[src/rtl/banked_regs_pkg.sv]
// Constants, types and field layouts shared by the banked register / exception unit
package banked_regs_pkg;

  // ---------------------------------------------------------------------------
  // Mode field encodings
  // ---------------------------------------------------------------------------
  localparam logic [4:0] MODE_USR = 5'h10;
  localparam logic [4:0] MODE_FIQ = 5'h11;
  localparam logic [4:0] MODE_IRQ = 5'h12;
  localparam logic [4:0] MODE_SVC = 5'h13;
  localparam logic [4:0] MODE_ABT = 5'h17;
  localparam logic [4:0] MODE_UND = 5'h1B;
  localparam logic [4:0] MODE_SYS = 5'h1F;

  // ---------------------------------------------------------------------------
  // Exception vectors
  // ---------------------------------------------------------------------------
  localparam logic [31:0] VEC_RESET = 32'h0000_0000;
  localparam logic [31:0] VEC_UNDEF = 32'h0000_0004;
  localparam logic [31:0] VEC_TRAP = 32'h0000_0008;
  localparam logic [31:0] VEC_PABT = 32'h0000_000C;
  localparam logic [31:0] VEC_DABT = 32'h0000_0010;
  localparam logic [31:0] VEC_RSVD = 32'h0000_0014;
  localparam logic [31:0] VEC_IRQ = 32'h0000_0018;
  localparam logic [31:0] VEC_FIQ = 32'h0000_001C;

  // ---------------------------------------------------------------------------
  // Link offsets, program counter steps and masks
  // ---------------------------------------------------------------------------
  localparam logic [31:0] LINK_OFS_2 = 32'h0000_0002;
  localparam logic [31:0] LINK_OFS_4 = 32'h0000_0004;
  localparam logic [31:0] LINK_OFS_8 = 32'h0000_0008;
  localparam logic [31:0] PC_STEP_WIDE = 32'h0000_0004;
  localparam logic [31:0] PC_STEP_NARROW = 32'h0000_0002;
  localparam logic [31:0] PC_MASK_WIDE = 32'hFFFF_FFFC;
  localparam logic [31:0] PC_MASK_NARROW = 32'hFFFF_FFFE;
  localparam logic [31:0] PC_RESET = 32'h0000_0000;

  // ---------------------------------------------------------------------------
  // Register file geometry
  // ---------------------------------------------------------------------------
  localparam int GPR_PHYS = 30;
  localparam logic [3:0] REG_PC = 4'hF;
  localparam logic [3:0] REG_LINK = 4'hE;
  localparam logic [3:0] REG_STACK = 4'hD;
  localparam logic [3:0] REG_FIQ_FIRST = 4'h8;
  localparam logic [4:0] OFS_FIQ = 5'h07;
  localparam logic [4:0] OFS_IRQ = 5'h09;
  localparam logic [4:0] OFS_SVC = 5'h0B;
  localparam logic [4:0] OFS_ABT = 5'h0D;
  localparam logic [4:0] OFS_UND = 5'h0F;

  localparam int SAVED_STATUS_WORD_SLOTS = 5;
  localparam logic [2:0] SLOT_FIQ = 3'h0;
  localparam logic [2:0] SLOT_IRQ = 3'h1;
  localparam logic [2:0] SLOT_SVC = 3'h2;
  localparam logic [2:0] SLOT_ABT = 3'h3;
  localparam logic [2:0] SLOT_UND = 3'h4;
  localparam logic [2:0] SLOT_NONE = 3'h7;

  // ---------------------------------------------------------------------------
  // System coprocessor
  // ---------------------------------------------------------------------------
  localparam logic [3:0] CP_SYS_NUM = 4'hF;
  localparam logic [3:0] CP_MULHI_REG = 4'hB;

  // ---------------------------------------------------------------------------
  // Undefined instruction space
  // ---------------------------------------------------------------------------
  localparam logic [2:0] UNDEF_OPC = 3'h3;
  localparam int UNDEF_OPC_LSB = 25;
  localparam int UNDEF_BIT = 4;

  // ---------------------------------------------------------------------------
  // Status word layout
  // ---------------------------------------------------------------------------
  typedef struct packed {
    logic n;
    logic z;
    logic c;
    logic v;
    logic [19:0] unused;
    logic irq_off;
    logic fiq_off;
    logic narrow;
    logic [4:0] mode;
  } status_s;

  localparam logic [31:0] STATUS_USED_MASK = 32'hF000_00FF;
  localparam logic [31:0] STATUS_FLAG_MASK = 32'hF000_0000;
  localparam status_s STATUS_RESET = '{n: 1'b0, z: 1'b0, c: 1'b0, v: 1'b0, unused: 20'h0_0000,
                                       irq_off: 1'b1, fiq_off: 1'b1, narrow: 1'b0, mode: MODE_SVC};

  // ---------------------------------------------------------------------------
  // Exception requests and the chosen one
  // ---------------------------------------------------------------------------
  typedef struct packed {
    logic data_abort;
    logic fast_interrupt;
    logic irq;
    logic prefetch_abort;
    logic undef;
    logic trap;
  } exc_req_s;

  typedef enum logic [6:0] {
    EXC_NONE = 7'h00,
    EXC_DABT = 7'h01,
    EXC_FIQ = 7'h02,
    EXC_IRQ = 7'h04,
    EXC_PABT = 7'h08,
    EXC_UNDEF = 7'h10,
    EXC_TRAP = 7'h20,
    EXC_RESET = 7'h40
  } exc_kind_e;

endpackage : banked_regs_pkg

[src/rtl/banked_regs_exception_unit.sv]
// Mode-banked register file, status words, system coprocessor and exception entry
//
// Behaviour
// - Fast mode banks registers 8-14 plus saved status
// - Other privileged modes bank 13, 14, saved status
// - Interrupt link is next address plus four
// - Trap link is address plus four or two
// - Instruction abort plus four, data abort plus eight
// - Undefined link is address plus four or two
// - Program counter low bits read zero, ignore writes
// - Entry copies current status into target saved status
// - Flag bit on PC write restores status
// - Four condition flags in top status bits
// - Logical ops take shifter carry, keep overflow
// - Low byte: interrupt disables, narrow bit, mode
// - User mode cannot change control; unused read zero
// - Coprocessor register 11 captures multiply high word
// - Foreign coprocessor instructions raise an exception
// - Vectors for reset, undefined, trap, prefetch abort
// - Vectors for data abort and both interrupts
// - Reset halts at once, supervisor, vector zero
// - After reset: supervisor, address zero, interrupts off
// - Undefined on no coprocessor or reserved encoding
// - Undefined entry saves memory-stage address and status
// - Return moves link to PC, restores status
// - Interrupt inputs ignored while their disable set
// - Mode field decode including both user codes
// - Fixed priority among simultaneous exceptions
`timescale 1ns/1ns
module banked_regs_exception_unit import banked_regs_pkg::*; (
  input wire logic i_clk,
  input wire logic i_rstn,
  input wire logic i_irq_req,
  input wire logic i_fiq_req,
  input wire logic i_data_abort,
  input wire logic i_prefetch_abort,
  input wire logic i_trap,
  input wire logic i_instr_valid,
  input wire logic [31:0] i_instr,
  input wire logic i_cp_instr,
  input wire logic [3:0] i_cp_num,
  input wire logic [31:0] i_mem_pc,
  input wire logic [31:0] i_next_pc,
  input wire logic [3:0] i_rd_addr,
  input wire logic i_wr_en,
  input wire logic [3:0] i_wr_addr,
  input wire logic [31:0] i_wr_data,
  input wire logic i_wr_restore,
  input wire logic i_pc_step,
  input wire logic i_flag_we,
  input wire logic i_logical_op,
  input wire logic [31:0] i_result,
  input wire logic i_alu_carry,
  input wire logic i_alu_ovf,
  input wire logic i_shift_carry,
  input wire logic i_status_we,
  input wire logic i_status_saved,
  input wire logic [31:0] i_status_data,
  input wire logic i_exc_return,
  input wire logic i_mul_valid,
  input wire logic [31:0] i_mul_hi,
  input wire logic i_cp_we,
  input wire logic i_cp_re,
  input wire logic [3:0] i_cp_reg,
  input wire logic [31:0] i_cp_wdata,
  output logic [31:0] o_rd_data,
  output logic [31:0] o_pc,
  output status_s o_status,
  output logic [31:0] o_saved_status,
  output logic [31:0] o_cp_rdata,
  output logic o_exc_taken,
  output exc_kind_e o_exc_kind,
  output logic [31:0] o_exc_vector
);

  // ---------------------------------------------------------------------------
  // Decode helpers
  // ---------------------------------------------------------------------------
  // Anything not privileged falls back to the user bank, including 5'h10 and 5'h1F
  function automatic logic [2:0] saved_slot(input logic [4:0] mode);
    case (mode)
      MODE_FIQ: saved_slot = SLOT_FIQ;
      MODE_IRQ: saved_slot = SLOT_IRQ;
      MODE_SVC: saved_slot = SLOT_SVC;
      MODE_ABT: saved_slot = SLOT_ABT;
      MODE_UND: saved_slot = SLOT_UND;
      default: saved_slot = SLOT_NONE;
    endcase
  endfunction : saved_slot

  function automatic logic [4:0] phys_idx(input logic [4:0] mode, input logic [3:0] r);
    logic [4:0] wide;
    logic [4:0] ofs;
    wide = {1'b0, r};
    case (mode)
      MODE_IRQ: ofs = OFS_IRQ;
      MODE_SVC: ofs = OFS_SVC;
      MODE_ABT: ofs = OFS_ABT;
      MODE_UND: ofs = OFS_UND;
      default: ofs = 5'h00;
    endcase
    if (mode == MODE_FIQ && r >= REG_FIQ_FIRST && r <= REG_LINK) begin
      phys_idx = wide + OFS_FIQ;
    end else if (ofs != 5'h00 && r >= REG_STACK && r <= REG_LINK) begin
      phys_idx = wide + ofs;
    end else begin
      phys_idx = wide;
    end
  endfunction : phys_idx

  function automatic logic [4:0] target_mode(input exc_kind_e kind);
    case (kind)
      EXC_FIQ: target_mode = MODE_FIQ;
      EXC_IRQ: target_mode = MODE_IRQ;
      EXC_DABT, EXC_PABT: target_mode = MODE_ABT;
      EXC_UNDEF: target_mode = MODE_UND;
      default: target_mode = MODE_SVC;
    endcase
  endfunction : target_mode

  // ---------------------------------------------------------------------------
  // State
  // ---------------------------------------------------------------------------
  logic [1:0] irq_sync_r, irq_sync_nxt;
  logic [1:0] fiq_sync_r, fiq_sync_nxt;
  logic [31:0] gpr_r [GPR_PHYS];
  logic [31:0] gpr_nxt [GPR_PHYS];
  logic [31:0] saved_r [SAVED_STATUS_WORD_SLOTS];
  logic [31:0] saved_nxt [SAVED_STATUS_WORD_SLOTS];
  status_s status_r, status_nxt;
  logic [31:0] pc_r, pc_nxt;
  logic [31:0] mulhi_r, mulhi_nxt;
  logic [31:0] rd_data_r, rd_data_nxt;
  logic [31:0] saved_rd_r, saved_rd_nxt;
  logic [31:0] cp_rdata_r, cp_rdata_nxt;
  logic exc_taken_r, exc_taken_nxt;
  exc_kind_e exc_kind_r, exc_kind_nxt;
  logic [31:0] exc_vector_r, exc_vector_nxt;

  exc_req_s req;
  exc_kind_e kind;
  logic [2:0] cur_slot;
  logic [2:0] tgt_slot;
  logic [4:0] tgt_mode;
  logic privileged;
  logic [31:0] pc_mask;
  logic [31:0] pc_step;
  logic [31:0] link_val;
  logic [31:0] status_word;

  // ---------------------------------------------------------------------------
  // Request gathering
  // ---------------------------------------------------------------------------
  always_comb begin
    irq_sync_nxt = {irq_sync_r[0], i_irq_req};
    fiq_sync_nxt = {fiq_sync_r[0], i_fiq_req};
    req.irq = irq_sync_r[1] & ~status_r.irq_off;
    req.fast_interrupt = fiq_sync_r[1] & ~status_r.fiq_off;
    req.data_abort = i_data_abort;
    req.prefetch_abort = i_prefetch_abort;
    req.trap = i_trap;
    // Only the system coprocessor exists, so nobody answers any other number
    req.undef = i_instr_valid & ((i_instr[UNDEF_OPC_LSB +: 3] == UNDEF_OPC && i_instr[UNDEF_BIT])
                                 | (i_cp_instr && i_cp_num != CP_SYS_NUM));
  end

  exception_arbiter u_arbiter (
    .i_req(req),
    .o_kind(kind)
  );

  // ---------------------------------------------------------------------------
  // Next-state logic
  // ---------------------------------------------------------------------------
  always_comb begin
    gpr_nxt = gpr_r;
    saved_nxt = saved_r;
    status_nxt = status_r;
    pc_nxt = pc_r;
    mulhi_nxt = mulhi_r;
    exc_taken_nxt = 1'b0;
    exc_kind_nxt = EXC_NONE;
    exc_vector_nxt = exc_vector_r;
    cur_slot = saved_slot(status_r.mode);
    privileged = (cur_slot != SLOT_NONE);
    pc_mask = status_r.narrow ? PC_MASK_NARROW : PC_MASK_WIDE;
    pc_step = status_r.narrow ? PC_STEP_NARROW : PC_STEP_WIDE;
    tgt_mode = target_mode(kind);
    tgt_slot = saved_slot(tgt_mode);
    link_val = '0;
    status_word = 32'h0000_0000;

    // Read ports; user mode has no saved word and reads it as zero
    rd_data_nxt = (i_rd_addr == REG_PC) ? (pc_r & pc_mask) : gpr_r[phys_idx(status_r.mode, i_rd_addr)];
    saved_rd_nxt = privileged ? saved_r[cur_slot] : 32'h0000_0000;
    cp_rdata_nxt = cp_rdata_r;
    if (i_cp_re && i_cp_num == CP_SYS_NUM) begin
      cp_rdata_nxt = (i_cp_reg == CP_MULHI_REG) ? mulhi_r : 32'h0000_0000;
    end

    // Sequential fetch advance
    if (i_pc_step) begin
      pc_nxt = pc_r + pc_step;
    end

    // Condition flags
    if (i_flag_we) begin
      status_nxt.n = i_result[31];
      status_nxt.z = (i_result == 32'h0000_0000);
      status_nxt.c = i_logical_op ? i_shift_carry : i_alu_carry;
      if (!i_logical_op) begin
        status_nxt.v = i_alu_ovf;
      end
    end

    // Explicit status writes
    if (i_status_we) begin
      status_word = i_status_data & STATUS_USED_MASK;
      if (i_status_saved) begin
        if (privileged) begin
          saved_nxt[cur_slot] = status_word;
        end
      end else if (privileged) begin
        status_nxt = status_s'(status_word);
      end else begin
        status_nxt = status_s'((status_word & STATUS_FLAG_MASK) | (32'(status_r) & ~STATUS_FLAG_MASK));
      end
    end

    // Writeback port
    if (i_wr_en) begin
      if (i_wr_addr == REG_PC) begin
        pc_nxt = i_wr_data & pc_mask;
        if (i_wr_restore && privileged) begin
          status_nxt = status_s'(saved_r[cur_slot] & STATUS_USED_MASK);
        end
      end else begin
        gpr_nxt[phys_idx(status_r.mode, i_wr_addr)] = i_wr_data;
      end
    end

    // Exception return
    if (i_exc_return && privileged) begin
      pc_nxt = gpr_r[phys_idx(status_r.mode, REG_LINK)] & pc_mask;
      status_nxt = status_s'(saved_r[cur_slot] & STATUS_USED_MASK);
    end

    // Multiply capture beats a coprocessor write in the same cycle
    if (i_cp_we && i_cp_num == CP_SYS_NUM && i_cp_reg == CP_MULHI_REG) begin
      mulhi_nxt = i_cp_wdata;
    end
    if (i_mul_valid) begin
      mulhi_nxt = i_mul_hi;
    end

    // Exception entry; the writeback-stage work above is allowed to finish first
    if (kind != EXC_NONE) begin
      case (kind)
        EXC_FIQ, EXC_IRQ: begin
          link_val = i_next_pc + LINK_OFS_4;
          exc_vector_nxt = (kind == EXC_FIQ) ? VEC_FIQ : VEC_IRQ;
        end
        EXC_TRAP: begin
          link_val = i_mem_pc + (status_r.narrow ? LINK_OFS_2 : LINK_OFS_4);
          exc_vector_nxt = VEC_TRAP;
        end
        EXC_PABT: begin
          link_val = i_mem_pc + LINK_OFS_4;
          exc_vector_nxt = VEC_PABT;
        end
        EXC_DABT: begin
          link_val = i_mem_pc + LINK_OFS_8;
          exc_vector_nxt = VEC_DABT;
        end
        EXC_UNDEF: begin
          link_val = i_mem_pc + (status_r.narrow ? LINK_OFS_2 : LINK_OFS_4);
          exc_vector_nxt = VEC_UNDEF;
        end
        default: begin
          link_val = '0;
          exc_vector_nxt = VEC_RESET;
        end
      endcase
      gpr_nxt[phys_idx(tgt_mode, REG_LINK)] = link_val;
      saved_nxt[tgt_slot] = 32'(status_nxt) & STATUS_USED_MASK;
      status_nxt.mode = tgt_mode;
      status_nxt.narrow = 1'b0;
      status_nxt.irq_off = 1'b1;
      if (kind == EXC_FIQ) begin
        status_nxt.fiq_off = 1'b1;
      end
      pc_nxt = exc_vector_nxt;
      exc_taken_nxt = 1'b1;
      exc_kind_nxt = kind;
    end
  end

  // ---------------------------------------------------------------------------
  // Registers
  // ---------------------------------------------------------------------------
  // Reset is asynchronous so execution stops at once, whatever the pipeline holds
  always_ff @(posedge i_clk or negedge i_rstn) begin
    if (!i_rstn) begin
      irq_sync_r <= 2'h0;
      fiq_sync_r <= 2'h0;
      for (int k = 0; k < GPR_PHYS; k++) begin
        gpr_r[k] <= 32'h0000_0000;
      end
      for (int k = 0; k < SAVED_STATUS_WORD_SLOTS; k++) begin
        saved_r[k] <= 32'h0000_0000;
      end
      status_r <= STATUS_RESET;
      pc_r <= PC_RESET;
      mulhi_r <= 32'h0000_0000;
      rd_data_r <= 32'h0000_0000;
      saved_rd_r <= 32'h0000_0000;
      cp_rdata_r <= 32'h0000_0000;
      exc_taken_r <= 1'b0;
      exc_kind_r <= EXC_RESET;
      exc_vector_r <= VEC_RESET;
    end else begin
      irq_sync_r <= irq_sync_nxt;
      fiq_sync_r <= fiq_sync_nxt;
      gpr_r <= gpr_nxt;
      saved_r <= saved_nxt;
      status_r <= status_nxt;
      pc_r <= pc_nxt;
      mulhi_r <= mulhi_nxt;
      rd_data_r <= rd_data_nxt;
      saved_rd_r <= saved_rd_nxt;
      cp_rdata_r <= cp_rdata_nxt;
      exc_taken_r <= exc_taken_nxt;
      exc_kind_r <= exc_kind_nxt;
      exc_vector_r <= exc_vector_nxt;
    end
  end

  assign o_rd_data = rd_data_r;
  assign o_pc = pc_r;
  assign o_status = status_r;
  assign o_saved_status = saved_rd_r;
  assign o_cp_rdata = cp_rdata_r;
  assign o_exc_taken = exc_taken_r;
  assign o_exc_kind = exc_kind_r;
  assign o_exc_vector = exc_vector_r;

endmodule : banked_regs_exception_unit

[src/rtl/exception_arbiter.sv]
// Fixed-priority selection among pending exception requests
`timescale 1ns/1ns
module exception_arbiter import banked_regs_pkg::*; (
  input wire exc_req_s i_req,
  output exc_kind_e o_kind
);

  always_comb begin
    if (i_req.data_abort) begin
      o_kind = EXC_DABT;
    end else if (i_req.fast_interrupt) begin
      o_kind = EXC_FIQ;
    end else if (i_req.irq) begin
      o_kind = EXC_IRQ;
    end else if (i_req.prefetch_abort) begin
      o_kind = EXC_PABT;
    end else if (i_req.undef) begin
      o_kind = EXC_UNDEF;
    end else if (i_req.trap) begin
      o_kind = EXC_TRAP;
    end else begin
      o_kind = EXC_NONE;
    end
  end

endmodule : exception_arbiter

[config.mk]
export PLATFORM = sky130hd
export DESIGN_NAME = banked_regs_exception_unit
export DESIGN_NICKNAME = d
export VERILOG_FILES = /design/src/rtl/banked_regs_pkg.sv /design/src/rtl/banked_regs_exception_unit.sv /design/src/rtl/exception_arbiter.sv
export SDC_FILE = /design/constraint.sdc
export NUM_CORES = 2
export LEC_CHECK = 0
export BUFFER_PORTS_ARGS = -buffer_cell sky130_fd_sc_hd__buf_2
export CORE_MARGIN = 2
export CORE_UTILIZATION = 35
export DETAILED_ROUTE_END_ITERATION = 10
export GPL_TIMING_DRIVEN = 0
export HOLD_SLACK_MARGIN = 0.03
export MAX_ROUTING_LAYER = met4
export PLACE_DENSITY_LB_ADDON = 0.1
export RECOVER_POWER = 50
export SKIP_LAST_GASP = 1
export SYNTH_ARGS = -nofsm -noshare
export SYNTH_HDL_FRONTEND = slang
export SYNTH_SLANG_ARGS = --single-unit
[constraint.sdc]
create_clock -name i_clk -period 5.4 [get_ports i_clk]
set_input_delay 0.54 -clock i_clk [delete_from_list [all_inputs] [get_ports i_clk]]
set_output_delay 0.54 -clock i_clk [all_outputs]
set_load 0.02 [all_outputs]
# --- Word-level counts from Yosys, hierarchy flattened ---
# Index checks and enable logic that the tools add are counted.
totals:
  inputBits: 295
  mem_bits_ro: 0
  ram_bits: 0
  latchBits: 0
  register_bits: 1356
  n_memories: 0
classes:
  magnitude_cmp: 16
  n_reduce_logical: 29
  div_mod_pow: 0
  mux: 85
  multipliers: 0
  n_bitwise: 16
  n_eq_ne: 23
  shifts: 0
  add_sub_neg: 11
op_table:
  columns: ["op", "n"]
  rows:
  - ["$mux W960", 3]
  - ["$bwmux W960", 2]
  - ["$mux W32", 28]
  - ["$mux W160", 4]
  - ["$bmux W32 S5", 2]
  - ["$bwmux W160", 2]
  - ["$demux W32 S5", 2]
  - ["$demux W32 S3", 2]
  - ["$pmux W32 S4", 1]
  - ["$and A32 B32 Y32", 3]
  - ["$bmux W32 S3", 1]
  - ["$mux W5", 16]
  - ["$add A32 B3 Y32 const B", 2]
  - ["$eq A5 B5 Y1 const B", 10]
  - ["$pmux W4 S4", 3]
  - ["$mux W7", 6]
  - ["$add A32 B3 Y32", 1]
  - ["$add A32 B32 Y32", 1]
  - ["$add A32 B4 Y32 const B", 1]
  - ["$logic_not A32 Y1", 1]
  - ["$or A32 B28 Y32", 1]
  - ["$pmux W3 S5", 2]
  - ["$pmux W5 S5", 1]
  - ["$ge A4 B4 Y1 const B", 6]
  - ["other kinds (33)", 79]

# --- Depth between registers and ports, before layout ---
logic_depth:
  word_depth: 26
  ltp_mapped: 20
  ltp_nobuf: 15

# --- By module ---
# A second synthesis with hierarchy kept.
hier_totals:
  cells_unflattened: 6229
  area_unflattened_um2: 68558.3
by_module_without_submodules:
  columns: ["mod", "n_inst", "area_each_um2", "cells_each"]
  rows:
  - ["banked_regs_exception_unit", 1, 68489.4, 6220]
  - ["exception_arbiter", 1, 68.8, 9]

# --- Worst setup path after synthesis ---
# Ideal clock, no wire load.
synth_timing:
  path_kind: "register to register"
  start: "reg status_r, in the netlist o_status[1]"
  end: "reg gpr_r[898] in the netlist's numbering"
  path_stages_with_launch: 19
  t_arrival_ns: 4.260
  synth_period_minus_slack_ns: 4.385
  path_slack_ns: 1.015
  path_buffers: 5
  path_cell_list: "dfstp_2 -> buf_4 -> inv_2 -> or3_1 -> inv_2 -> and2_1 -> clkbuf_1 -> buf_1 -> a21oi_1 -> inv_1 -> ha_1 -> xor2_1 -> o32a_1 -> a21o_1 -> or3_4 -> nand2b_1 -> buf_6 -> buf_6 -> mux2_4"
synth_lines:
  columns: ["item", "line", "source"]
  rows:
  - ["from (decl)", "banked_regs_exception_unit.sv:130", "status_s status_r, status_nxt;"]
  - ["from (signal assigned)", "banked_regs_exception_unit.sv:326", "status_r <= status_nxt;"]
  - ["to (signal assigned)", "banked_regs_exception_unit.sv:324", "gpr_r <= gpr_nxt;"]
  - ["to (decl)", "banked_regs_exception_unit.sv:126", "logic [31:0] gpr_r [GPR_PHYS];"]

# --- Worst setup path after layout ---
layout_timing:
  start: "reg status_r, in the netlist o_status[2]"
  end: "reg rd_data_r[16], in the netlist o_rd_data[16]"
layout_between:
  elab_chain_cells: 12
  elab_cells_between_ends: 19
  classes_between: "add/sub: 1; eq/ne: 5; mux: 7; bitwise: 1; reduce/logical: 5"
layout_rtl:
  columns: ["item", "line", "source"]
  rows:
  - ["branches (longest 6 deep; another with $add A4 B5 Y5)", null, null]
  - ["$mux W5 *", "banked_regs_exception_unit.sv:102", "if (mode == MODE_FIQ && r >= REG_FIQ_FIRST && r <= REG_LINK) begin"]
  - ["$not A5 Y6 (implied by the code) *", "banked_regs_exception_unit.sv:194", "rd_data_nxt = (i_rd_addr == REG_PC) ? (pc_r & pc_mask) : gpr_r[phys_idx(status_r.mode, i_rd_addr)];"]
  - ["$bmux W32 S5 *", "banked_regs_exception_unit.sv:194", null]
  - ["$mux W32 (implied by the code) * (2 in series)", "banked_regs_exception_unit.sv:194", null]
  - ["$mux W32 *", "banked_regs_exception_unit.sv:194", null]
  - ["via rd_data_nxt[16]", "banked_regs_exception_unit.sv:133", "logic [31:0] rd_data_r, rd_data_nxt;"]
  - ["to (signal assigned)", "banked_regs_exception_unit.sv:329", "rd_data_r <= rd_data_nxt;"]
  - ["to (decl)", "banked_regs_exception_unit.sv:133", null]
# Mark *: on every way through the listed nets, which the timed path passes. The select of a mux whose other input is x is not followed.
# A chain may end at the register's enable or synchronous reset.

==> flow_summary.toml <==
[status]
outcome = "finished, violations left"
violations = "max-capacitance violations, max-slew violations, negative setup slack"

[critical_path]
crit_chain = "buf_4 > nor2_4 > o211ai_4 > inv_4 > ha_4 > inv_1 > o31a_1 > nand2_1 > buf_4 > buf_4 > buf_2 > mux2i_1 > o211a_1 > o32ai_4"
rrSetupSlack_ps = -20
cp-start-kind = "register"
crit_family = "buffers and inverters"
crit_buf_inv = 6
max_stage_delay_ps = 530
cp_max_fo = 12
ff2ff_path_depth = 14
endpoint = "o_rd_data[16]$_DFF_PN0_"
path_depth = 14
r2r_start = "o_status[2]$_DFF_PN0_"
crit_slowest_cell = "buf_2"
cp_common_cell = "buf_4"
cp.arrival_ps = 6060
endpoint_kind = "register"
critPathLaunch = "o_status[2]$_DFF_PN0_"
path_class = "reg -> reg"
cp.required_ps = 6040
rr_endpoint = "o_rd_data[16]$_DFF_PN0_"

[power]
p_per_area_mw_per_mm2 = 491
power_leakage_nw = 38.5
ir_drop_v = 0.000317

[cells_and_area]
drive_above_1_share = 0.235
finalNonFillerCells = 11067
fillers = 21488
stdcell_area_mm2 = 0.0911
nets = 8355
syn2layout_area_growth_pct = 18.1

[timing]
min_period_ps = 5420
timing.final.crit_share = 1.00
fmax_mhz = 185
clock_skew_ps = 43.1
maxSlewViolCount = 643
setup_viol = 2
max_slew_margin = -1.54
rsz0062_at_grt = "false"
tightest_slew_ps = 3810
worst_slack_ps = -19.7
hold_viol = 0

[grt]
grt_use_met1 = 0.435
gr-total-overflow = 0
grt_pass1_vias = 67689
grt_usage = 0.353
antenna_found_initial = 49
use_met3 = 0.0711
grt_max_degree = 153
met2_usage = 0.530
grt_pass1_wl_mm = 544
top_usage_layer = "met2"

[synth]
synth_area_mm2 = 0.0772
synth.distinct_cells = 93
synthAdderAreaFrac = 0.00493
synth_common_cells = "1320 x dfrtp_1, 877 x mux2i_1, 813 x mux2_2"
synth_edf_count = 0
ys_seq_area_frac = 0.430
synth_top_area_cell = "dfrtp_1"
synth_seq_cells = 1326
ys_warn_count = 0
synthFlopType = "dfrtp_1"
synth_compound_area_frac = 0.184
netlist.area_leader.share = 0.428
synth.most_common_cell = "dfrtp_1"
synth.area.mux_share = 0.245
synth_xor_xnor_area_share = 0.0102
yosys.area_share.simple = 0.0779
synth_top_family_by_area = "multiplexers"
syn_inst = 7330
synthTopCellsByArea = "dfrtp_1 43%, mux2_2 12%, mux2i_1 11%, a221oi_1 6.6%, nand2_1 3.4%"
syn_avg_cell_area_um2 = 10.5
async_flop_share = 1.00

[cts]
cts_buffer_depth = 3
h-tree-depth = 4
cts_sinks = 1326
clk_latency_ps = 860
cts_tree = "done"
path_clk_slew_ps = 60
cts_buffers = 165
cts_root_buf = "clkbuf_16"

[route]
first_pass_iters = 6
drtIter0Drc = 7382
ant_nets = 0
drc_errors = 0
wl_per_cell_um = 35.7
avgViaCountPerCell = 6.25
vias = 69182
totalWireLength_mm = 395

[floorplan]
dieHeight_um = 474
die_area_mm2 = 0.224
core-area_mm2 = 0.220
initial_core_util = 0.352
die_x_um = 474
rows = 172
ios = 495

[place]
dp_worst_setup_slack_ps = -3450
gp_congestion = 1.01
place_area_mm2 = 0.0835
dp_hpwl_mm = 303
port_buffers = 405
place_inst = 10665

[hold_path]
min_from = "i_status_data[31]"
hp-class = "in -> reg"

[flow_run]
cap_violations = 8
## cell families after synthesis
kind of cell	Yosys count
buf+inv	857
simple gates	1302
flops	1326
xor+xnor	90
compound gates	1964
mux	1762
fa+ha+maj	28
other cells	1
## layer usage
metal | up-vias | share of wire
met4 | 0 | 0.071
met3 | 921 | 0.075
met5 | - | 0
met2 | 3414 | 0.45
met1 | 35530 | 0.41
li1 | 29317 | -
## cell type report
cell class,instances,area (µm²),area share
antenna,29,72.6,0.000796
buffer,812,3850,0.0422
clock buffer,246,4930,0.0541
clock inverter,56,772,0.00847
inverter,38,148,0.00162
multi-input combinational,5177,41600,0.457
sequential,1326,33200,0.364
tap,2871,3590,0.0394
timing repair buffer,512,2960,0.0325
## worst reg2reg max path: stages, from the launching register on
cell and delay, ps:
dfrtp_1 450, buf_4 230, nor2_4 110, o211ai_4 410, inv_4 200, ha_4 510
inv_1 80, o31a_1 450, nand2_1 400, buf_4 440, buf_4 420, buf_2 550
mux2i_1 470, o211a_1 320, o32ai_4 170
## registers in the layout, summed over array words and instances, names as in the netlist
register / count
o_pc: 31
o_rd_data: 32
irq_sync_r: 2
o_cp_rdata: 32
o_exc_kind: 7
o_saved_status: 32
fiq_sync_r: 2
mulhi_r: 32
o_status: 32
gpr_r: 960
o_exc_vector: 3
o_exc_taken: 1
saved_r: 160
## where the power goes
part / internal, W / switching [W]
Combinational: 0.00644 / 0.00948
Sequential: 0.0134 / 0.00364
Clock: 0.00696 / 0.00486
## worst min-delay path by stage
| stage | to | slack (ps) | cells past startpoint |
|---|---|---|---|
| after global placement | irq_sync_r[1]$_DFF_PN0_ | 340 | 0 |
| after floorplan | fiq_sync_r[0]$_DFF_PN0_ | 240 | 0 |
| after CTS | saved_r[95]$_DFF_PN0_ | 40 | 3 |
| after detailed placement | irq_sync_r[1]$_DFF_PN0_ | 340 | 0 |
| final | saved_r[127]$_DFF_PN0_ | 80 | 3 |
| after global routing | saved_r[62]$_DFF_PN0_ | 90 | 3 |
## layout by cell type, fill, tap and decap left out, types with 33 or more instances in the layout
cell and n:
dfrtp_1 1320, mux2i_1 876, mux2_2 813, nand2_1 699, clkbuf_1 621, a221oi_1 546, buf_2 416, o21ai_0 286
a21oi_1 264, o22ai_1 207, clkbuf_16 168, nor2_1 140, o221ai_1 113, clkbuf_2 99, and2_1 95, nand3_1 94
buf_4 89, and3_1 84, a22oi_1 81, o211ai_1 77, o22a_1 77, dlygate4sd3_1 67, xnor2_1 48, clkbuf_8 48
xor2_1 42, mux2_1 38, a31oi_1 34, o211a_1 34, inv_1 33, a311oi_1 33
## through the flow
stage / hold slack (ps) / utilization / power [W] / TNS [ps]
final: 78.2 / 0.415 / 0.0447 / -21.6
after global routing: 89.8 / 0.415 / 0.0465 / 0
after CTS: 35.5 / 0.416 / 0.0443 / -41.3
after detailed placement: 340 / 0.380 / 0.0321 / -1002860
after global placement: 337 / 0.378 / 0.0315 / -
after floorplan: 244 / - / 0.0254 / 0
## timing repair
action,in CTS,in global routing
resized for setup,302,70
buffers inserted,8,2
pin swaps,8,9
endpoints found under the hold margin,115,0
hold buffers,67,0
setup endpoints to repair,1023,563
No activity file was read; power rests on OpenSTA's default activity.
